### config.mk
export PLATFORM = sky130hd
export DESIGN_NAME = peripheral_block_enable_control
export DESIGN_NICKNAME = d
export VERILOG_FILES = /design/src/block_enable_pkg.sv /design/src/peripheral_block_enable_control.sv
export SDC_FILE = /design/constraint.sdc
export NUM_CORES = 1
export LEC_CHECK = 0
export CAP_MARGIN = 20
export CORE_ASPECT_RATIO = 1.1
export CORE_MARGIN = 1.5
export CORE_UTILIZATION = 35
export CTS_CLUSTER_DIAMETER = 40
export DETAILED_ROUTE_END_ITERATION = 8
export DONT_BUFFER_PORTS = 1
export PLACE_DENSITY_LB_ADDON = 0.2
export SLEW_MARGIN = 20
export SYNTH_ARGS = -nofsm -noshare
export SYNTH_HDL_FRONTEND = slang
export SYNTH_SLANG_ARGS = --single-unit
### constraint.sdc
create_clock -name i_clock -period 6.97 [get_ports i_clock]
set_input_delay 0 -clock i_clock [delete_from_list [all_inputs] [get_ports i_clock]]
set_output_delay 0 -clock i_clock [all_outputs]
set_load 0.05 [all_outputs]
### src/block_enable_pkg.sv
// Constants and types shared by the peripheral block enable control
package block_enable_pkg;

    // Register byte offsets
    localparam logic [7:0] GLOBAL_ENABLE_OFFSET   = 8'h30;
    localparam logic [7:0] ENABLE_STATUS_OFFSET   = 8'h34;
    localparam logic [7:0] PERIPH_SETTINGS_OFFSET = 8'h20;

    // Field positions
    localparam int GLOBAL_ENABLE_BIT    = 0;
    localparam int GLOBAL_STATUS_BIT    = 0;
    localparam int FIRST_BLOCK_STAT_BIT = 1;
    localparam int STATUS_WIDTH         = 10;

    // Status bit of each logical block
    localparam int REGS_BLOCK_STATUS_BIT    = 1;
    localparam int LOAD_STORE_STATUS_BIT    = 2;
    localparam int MEMORY_ACCESS_STATUS_BIT = 3;
    localparam int MSG_TX_STATUS_BIT        = 4;
    localparam int MSG_RX_STATUS_BIT        = 5;
    localparam int PORT0_STATUS_BIT         = 6;
    localparam int PORT1_STATUS_BIT         = 7;
    localparam int PORT2_STATUS_BIT         = 8;
    localparam int PORT3_STATUS_BIT         = 9;

    // Reset values
    localparam logic [31:0] GLOBAL_ENABLE_RESET    = 32'h0000_0000;
    localparam logic [9:0]  ENABLE_STATUS_RESET    = 10'h3FF;
    localparam logic [31:0] PERIPH_SETTINGS_RESET  = 32'h0000_0000;

    // AXI response codes
    localparam logic [1:0] RESP_OKAY   = 2'h0;
    localparam logic [1:0] RESP_SLVERR = 2'h2;

    // Sequencing times and their cycle counts at the 40 MHz clock
    localparam int CLOCK_MHZ        = 40;
    localparam int CLK_SETTLE_NS    = 100;
    localparam int RESET_HOLD_NS    = 100;
    localparam int CLK_SETTLE_CYC   =
        (CLK_SETTLE_NS * CLOCK_MHZ + 999) / 1000 < 1 ? 1 :
        (CLK_SETTLE_NS * CLOCK_MHZ + 999) / 1000;
    localparam int RESET_HOLD_CYC   =
        (RESET_HOLD_NS * CLOCK_MHZ + 999) / 1000 < 1 ? 1 :
        (RESET_HOLD_NS * CLOCK_MHZ + 999) / 1000;
    localparam int SEQ_CNT_W        = 8;

    // Per-block power sequence states
    typedef enum logic [1:0] {
        SEQ_OFF,
        SEQ_CLK_ON,
        SEQ_RUN,
        SEQ_RST_ON
    } seq_state_t;

endpackage : block_enable_pkg

### src/peripheral_block_enable_control.sv
// Global reset and clock gating sequencer with AXI4-Lite register access
`timescale 1ns/1ps

module peripheral_block_enable_control #(
    parameter int NUM_BLOCKS = 9,
    parameter int ADDR_W     = 8
) (
    // Clock and reset
    input  wire logic                  i_clock,
    input  wire logic                  i_rst,
    // AXI4-Lite write address channel
    input  wire logic [ADDR_W-1:0]     i_awaddr,
    input  wire logic [2:0]            i_awprot,
    input  wire logic                  i_awvalid,
    output logic                       o_awready,
    // AXI4-Lite write data channel
    input  wire logic [31:0]           i_wdata,
    input  wire logic [3:0]            i_wstrb,
    input  wire logic                  i_wvalid,
    output logic                       o_wready,
    // AXI4-Lite write response channel
    output logic [1:0]                 o_bresp,
    output logic                       o_bvalid,
    input  wire logic                  i_bready,
    // AXI4-Lite read address channel
    input  wire logic [ADDR_W-1:0]     i_araddr,
    input  wire logic [2:0]            i_arprot,
    input  wire logic                  i_arvalid,
    output logic                       o_arready,
    // AXI4-Lite read data channel
    output logic [31:0]                o_rdata,
    output logic [1:0]                 o_rresp,
    output logic                       o_rvalid,
    input  wire logic                  i_rready,
    // Per-block reset and clock enable, index 0 is the register block
    output logic [NUM_BLOCKS-1:0]      o_block_reset,
    output logic [NUM_BLOCKS-1:0]      o_block_clk_en,
    // Peripheral settings word for the rest of the peripheral
    output logic [31:0]                o_periph_settings
);

    // Register storage
    logic                    global_enable_reg;
    logic [31:0]             wdata_reg;
    logic [3:0]              wstrb_reg;
    logic [ADDR_W-1:0]       awaddr_reg;
    logic [NUM_BLOCKS-1:0]   block_run;
    logic [NUM_BLOCKS-1:0]   block_off;
    logic [block_enable_pkg::STATUS_WIDTH-1:0] status_reg;

    // Write is performed once both address and data have been taken
    logic do_write;
    assign do_write = !o_awready && !o_wready && !o_bvalid;

    // Protection inputs have no effect; every access is treated alike
    logic unused_ok;
    assign unused_ok = &{1'b0, i_awprot, i_arprot};

    // Write address channel; ready drops until the response is taken
    always_ff @(posedge i_clock or posedge i_rst)
    begin
        if (i_rst)
        begin
            o_awready  <= 1'b1;
            awaddr_reg <= '0;
        end
        else if (i_awvalid && o_awready)
        begin
            o_awready  <= 1'b0;
            awaddr_reg <= i_awaddr;
        end
        else if (o_bvalid && i_bready)
        begin
            o_awready  <= 1'b1;
        end
    end

    // Write data channel, taken independently of the address
    always_ff @(posedge i_clock or posedge i_rst)
    begin
        if (i_rst)
        begin
            o_wready  <= 1'b1;
            wdata_reg <= '0;
            wstrb_reg <= '0;
        end
        else if (i_wvalid && o_wready)
        begin
            o_wready  <= 1'b0;
            wdata_reg <= i_wdata;
            wstrb_reg <= i_wstrb;
        end
        else if (o_bvalid && i_bready)
        begin
            o_wready  <= 1'b1;
        end
    end

    // Write response; unmapped or read-only targets answer SLVERR
    always_ff @(posedge i_clock or posedge i_rst)
    begin
        if (i_rst)
        begin
            o_bvalid <= 1'b0;
            o_bresp  <= block_enable_pkg::RESP_OKAY;
        end
        else if (do_write)
        begin
            o_bvalid <= 1'b1;
            if (awaddr_reg == block_enable_pkg::GLOBAL_ENABLE_OFFSET ||
                awaddr_reg == block_enable_pkg::PERIPH_SETTINGS_OFFSET)
                o_bresp <= block_enable_pkg::RESP_OKAY;
            else
                o_bresp <= block_enable_pkg::RESP_SLVERR;
        end
        else if (o_bvalid && i_bready)
        begin
            o_bvalid <= 1'b0;
        end
    end

    // Global enable bit; only bit 0 is stored
    always_ff @(posedge i_clock or posedge i_rst)
    begin
        if (i_rst)
            global_enable_reg <= block_enable_pkg::GLOBAL_ENABLE_RESET[0];
        else if (do_write && wstrb_reg[0] &&
                 awaddr_reg == block_enable_pkg::GLOBAL_ENABLE_OFFSET)
            global_enable_reg <= wdata_reg[block_enable_pkg::GLOBAL_ENABLE_BIT];
    end

    // Settings word; the low PLL bits are stored as written since software
    // is expected to keep them at zero and nothing here acts on them
    always_ff @(posedge i_clock or posedge i_rst)
    begin
        if (i_rst)
            o_periph_settings <= block_enable_pkg::PERIPH_SETTINGS_RESET;
        else if (do_write &&
                 awaddr_reg == block_enable_pkg::PERIPH_SETTINGS_OFFSET)
        begin
            for (int i = 0; i < 4; i++)
            begin
                if (wstrb_reg[i])
                    o_periph_settings[8*i +: 8] <= wdata_reg[8*i +: 8];
            end
        end
    end

    // Per-block sequencer: clock first then reset release on the way up,
    // reset first then clock stop on the way down, so no block sees a
    // clock edge while half reset
    for (genvar b = 0; b < NUM_BLOCKS; b++)
    begin : g_block
        block_enable_pkg::seq_state_t        state_reg;
        logic [block_enable_pkg::SEQ_CNT_W-1:0] cnt_reg;

        always_ff @(posedge i_clock or posedge i_rst)
        begin
            if (i_rst)
            begin
                // Module reset forces every block into reset, clock off
                state_reg           <= block_enable_pkg::SEQ_OFF;
                cnt_reg             <= '0;
                o_block_reset[b]    <= 1'b1;
                o_block_clk_en[b]   <= 1'b0;
            end
            else
            begin
                case (state_reg)
                    block_enable_pkg::SEQ_OFF:
                    begin
                        if (global_enable_reg)
                        begin
                            state_reg         <= block_enable_pkg::SEQ_CLK_ON;
                            o_block_clk_en[b] <= 1'b1;
                            cnt_reg           <= '0;
                        end
                    end
                    block_enable_pkg::SEQ_CLK_ON:
                    begin
                        // Reset held while the gated clock settles
                        if (cnt_reg == block_enable_pkg::SEQ_CNT_W'(
                                block_enable_pkg::CLK_SETTLE_CYC - 1))
                        begin
                            state_reg        <= block_enable_pkg::SEQ_RUN;
                            o_block_reset[b] <= 1'b0;
                        end
                        else
                            cnt_reg <= cnt_reg + 1'b1;
                    end
                    block_enable_pkg::SEQ_RUN:
                    begin
                        if (!global_enable_reg)
                        begin
                            state_reg        <= block_enable_pkg::SEQ_RST_ON;
                            o_block_reset[b] <= 1'b1;
                            cnt_reg          <= '0;
                        end
                    end
                    block_enable_pkg::SEQ_RST_ON:
                    begin
                        // Clock keeps running so the reset is seen
                        if (cnt_reg == block_enable_pkg::SEQ_CNT_W'(
                                block_enable_pkg::RESET_HOLD_CYC - 1))
                        begin
                            state_reg         <= block_enable_pkg::SEQ_OFF;
                            o_block_clk_en[b] <= 1'b0;
                        end
                        else
                            cnt_reg <= cnt_reg + 1'b1;
                    end
                    default:
                    begin
                        state_reg         <= block_enable_pkg::SEQ_RST_ON;
                        o_block_reset[b]  <= 1'b1;
                        cnt_reg           <= '0;
                    end
                endcase
            end
        end

        // Settled states, used for status only
        assign block_run[b] = (state_reg == block_enable_pkg::SEQ_RUN);
        assign block_off[b] = (state_reg == block_enable_pkg::SEQ_OFF);

        // Status follows only completed transitions; bit n+1 is block n.
        // The all-ones reset value shows only while module reset is held:
        // once released the blocks sit off and the bits fall a cycle later
        always_ff @(posedge i_clock or posedge i_rst)
        begin
            if (i_rst)
                status_reg[b + 1] <=
                    block_enable_pkg::ENABLE_STATUS_RESET[b + 1];
            else if (block_run[b])
                status_reg[b + 1] <= 1'b1;
            else if (block_off[b])
                status_reg[b + 1] <= 1'b0;
        end
    end

    // Global status: all running or all off; mixed keeps the last value
    always_ff @(posedge i_clock or posedge i_rst)
    begin
        if (i_rst)
            status_reg[block_enable_pkg::GLOBAL_STATUS_BIT] <=
                block_enable_pkg::ENABLE_STATUS_RESET[0];
        else if (&block_run)
            status_reg[block_enable_pkg::GLOBAL_STATUS_BIT] <= 1'b1;
        else if (&block_off)
            status_reg[block_enable_pkg::GLOBAL_STATUS_BIT] <= 1'b0;
    end

    // Read channel; data is captured at the address handshake
    always_ff @(posedge i_clock or posedge i_rst)
    begin
        if (i_rst)
        begin
            o_arready <= 1'b1;
            o_rvalid  <= 1'b0;
            o_rdata   <= '0;
            o_rresp   <= block_enable_pkg::RESP_OKAY;
        end
        else if (i_arvalid && o_arready)
        begin
            o_arready <= 1'b0;
            o_rvalid  <= 1'b1;
            o_rresp   <= block_enable_pkg::RESP_OKAY;
            case (i_araddr)
                block_enable_pkg::GLOBAL_ENABLE_OFFSET:
                    o_rdata <= {31'h0000_0000, global_enable_reg};
                block_enable_pkg::ENABLE_STATUS_OFFSET:
                    o_rdata <= {22'h00_0000, status_reg};
                block_enable_pkg::PERIPH_SETTINGS_OFFSET:
                    o_rdata <= o_periph_settings;
                default:
                begin
                    o_rdata <= '0;
                    o_rresp <= block_enable_pkg::RESP_SLVERR;
                end
            endcase
        end
        else if (o_rvalid && i_rready)
        begin
            o_arready <= 1'b1;
            o_rvalid  <= 1'b0;
        end
    end

endmodule : peripheral_block_enable_control

==> results_dict.tcl <==
set metrics [dict create \
    startpoint_type "flop" \
    drc 0 \
    period_needed_ns 2.41 \
    synth_edf_count 0 \
    timing.slew.headroom 0.295 \
    nFillCells 3036 \
    antenna_found_initial 2 \
    highest_layer "met4" \
    htree_levels 2 \
    hold_violations 0 \
    fp-row-count 68 \
    syn_area_sq_mm 0.0111 \
    numCtsBuffers 42 \
    synth-seq-area-share 0.530 \
    routedWlPerCell_microns 17.7 \
    met1_length_microns 12000 \
    power_density_mw_per_mm2 439 \
    first_pass_iters 6 \
    period_share 0.346 \
    design_area_sq_mm 0.0137 \
    yosys.area.top_type_share 0.477 \
    cts_buffer_depth 3 \
    finalClockSkew_ns 0.0280 \
    nets 1182 \
    netlist_instances 988 \
    clk_latency_ns 0.52 \
    drt_iter0_drc 370 \
    slowest_stage "dfstp_2" \
    drive_gt1_frac 0.197 \
    path_max_fanout 24 \
    synth-seq-cells 234 \
    core_sq_mm 0.0313 \
    num_vias 7959 \
    die_h_microns 190 \
    grt_pass1_wl_microns 44400 \
    grt_max_degree 93 \
    crit_path_frequent_cell "buf_4" \
    final_cell_mix "211 x dfrtp_1, 100 x mux2_2, 87 x nand2_1" \
    yosysTopAreaCell "dfrtp_1" \
    yosys.cell_types.count 58 \
    end_kind "flop" \
    fmax_ghz 0.415 \
    routabilityCongestion 0.769 \
    ys.flop_type "dfrtp_1" \
    initial_utilization 0.355 \
    async_reset_ff_frac 1.00 \
    r2r_slack_ns 4.56 \
    area_growth_pct 22.9 \
    post_dp_cell_area_sq_mm 0.0116 \
    grt_pass1_vias 8096 \
    placement.io_buffers 0 \
    root_buffer "clkbuf_16" \
    final.setup.tns_ns 0 \
    critPathTopFamily "buffers and inverters" \
    wl_met2_microns 12200 \
    worstMarginPinSlew_ns 1.05 \
    hold_path_class "primary input to flop" \
    wl_microns 26900 \
    die-area_sq_mm 0.0328 \
    crit_type "flop to flop" \
    yosysWarnings 0 \
    io_pins 156 \
    p_leak_uw 0.00607 \
    cts_tree "yes" \
    synth.top_cells.by_area "dfrtp_1 48%, mux2_2 10%, dfstp_2 5.2%, ha_1 5.1%, o21ai_0 3.6%" \
    grt.overflow.total 0 \
    largest_reg_flops 72 \
    clock-sinks 234 \
    dr_wl_met3_microns 2300 \
    ant_nets 0 \
    rsz0062_at_grt "false" \
    maxCapViolCount 0 \
    vdd_drop_max_mv 0.255 \
    syn_avg_cell_area_sq_um 11.2 \
    required_ns 7.42 \
    path_cells "nand2_2 -> buf_4 -> nor4_2 -> buf_4 -> a22o_1" \
    ctsResizeCount 0 \
    vias_per_cell 5.22 \
    slew_viol_final 0 \
    critical_path.max_stage_delay_ns 0.72 \
    outcome "finished, final reports clean" \
    dp.final_hpwl_microns 18400 \
    path_buf_inv 2 \
    die_w_microns 173 \
    setup_viol 0 \
    whs_ns 0.0749 \
    grtUsageTotal 0.167 \
    worstPathArrival_ns 2.86 \
    layout_commonest_cell "dfrtp_1" \
    clk_pin_slew_ns 0.05 \
]
==> report_power, final <==
part           internal [uW]  total (uW)  switching, uW  leakage [uW]
Sequential              1740        2250            518       0.00298
Combinational            712        1600            887       0.00236
Clock                   1410        2150            739      0.000724
==> Yosys cell counts (5+ instances only) <==
cell / count
a211oi_1: 5
a21boi_0: 5
a21o_1: 10
a21oi_1: 37
a22o_1: 36
a22oi_1: 9
a31oi_1: 17
and2_1: 8
and3_1: 14
clkbuf_1: 15
dfrtp_1: 212
dfstp_2: 22
ha_1: 45
inv_1: 41
mux2_2: 100
mux2i_1: 23
nand2_1: 89
nand2b_1: 11
nand3_1: 39
nand3b_1: 5
nand4_1: 6
nor2_1: 38
nor3_1: 17
nor4b_1: 8
o21a_1: 11
o21ai_0: 79
o22a_1: 9
o31ai_1: 23
==> final timing paths <==
path,from,end,cells after the start
worst max register to register,o_arready,o_rdata[12],5
min in group asynchronous,i_rst,awaddr_reg[5],2
max in group asynchronous,i_rst,wdata_reg[2],3
worst min register to register,status_reg[0],status_reg[0],2
worst min-delay path,i_araddr[2],o_rdata[0],3
worst max-delay path,o_arready,o_rdata[12],5
==> kinds of logic after synthesis <==
family | count (synthesis) | share of synthesized area
simple gates | 258 | 0.115
other cells | 1 | 0.000338
xor+xnor | 1 | 0.000788
flops | 234 | 0.530
buf+inv | 63 | 0.0231
compound gates | 262 | 0.157
mux | 124 | 0.123
fa+ha+maj | 45 | 0.0507
==> worst reg2reg max path, cell delays in order (launching register included) <==
cell and delay [ns]:
dfstp_2 0.72, nand2_2 0.43, buf_4 0.40, nor4_2 0.25
buf_4 0.35, a22o_1 0.21
==> timing repair <==
| action | CTS | global route |
|---|---|---|
| hold buffers | 56 | 0 |
| hold endpoints to repair | 171 | 0 |
| buffers inserted | 0 | 0 |
==> final cells by class <==
cell class                 instances  area [sq um]  area share
clock inverter                    27           353      0.0258
sequential                       234          5880       0.431
multi-input combinational        692          4990       0.365
tap                              420           526      0.0385
antenna                            2          5.00    0.000366
inverter                          41           161      0.0118
timing repair buffer              61           598      0.0438
clock buffer                      49          1140      0.0834
==> per-layer routing <==
| layer | vias to the layer above | track usage |
|---|---|---|
| met5 | - | 0 |
| met4 | 0 | 0.0465 |
| met3 | 42 | 0.0653 |
| met2 | 206 | 0.266 |
| met1 | 3887 | 0.212 |
| li1 | 3824 | - |
==> metrics by stage <==
stage               worst slack [ns]  std cells  total power [uW]   util
CTS                             4.46       1524              6090  0.436
global placement                4.52       1392              3820  0.370
detailed placement              4.52       1392              3860  0.370
global route                    4.38       1526              6390  0.436
finish                          4.56       1526              6000  0.436
floorplan                      0.588        989              3450      -
Power figures use the tool's default switching activity.
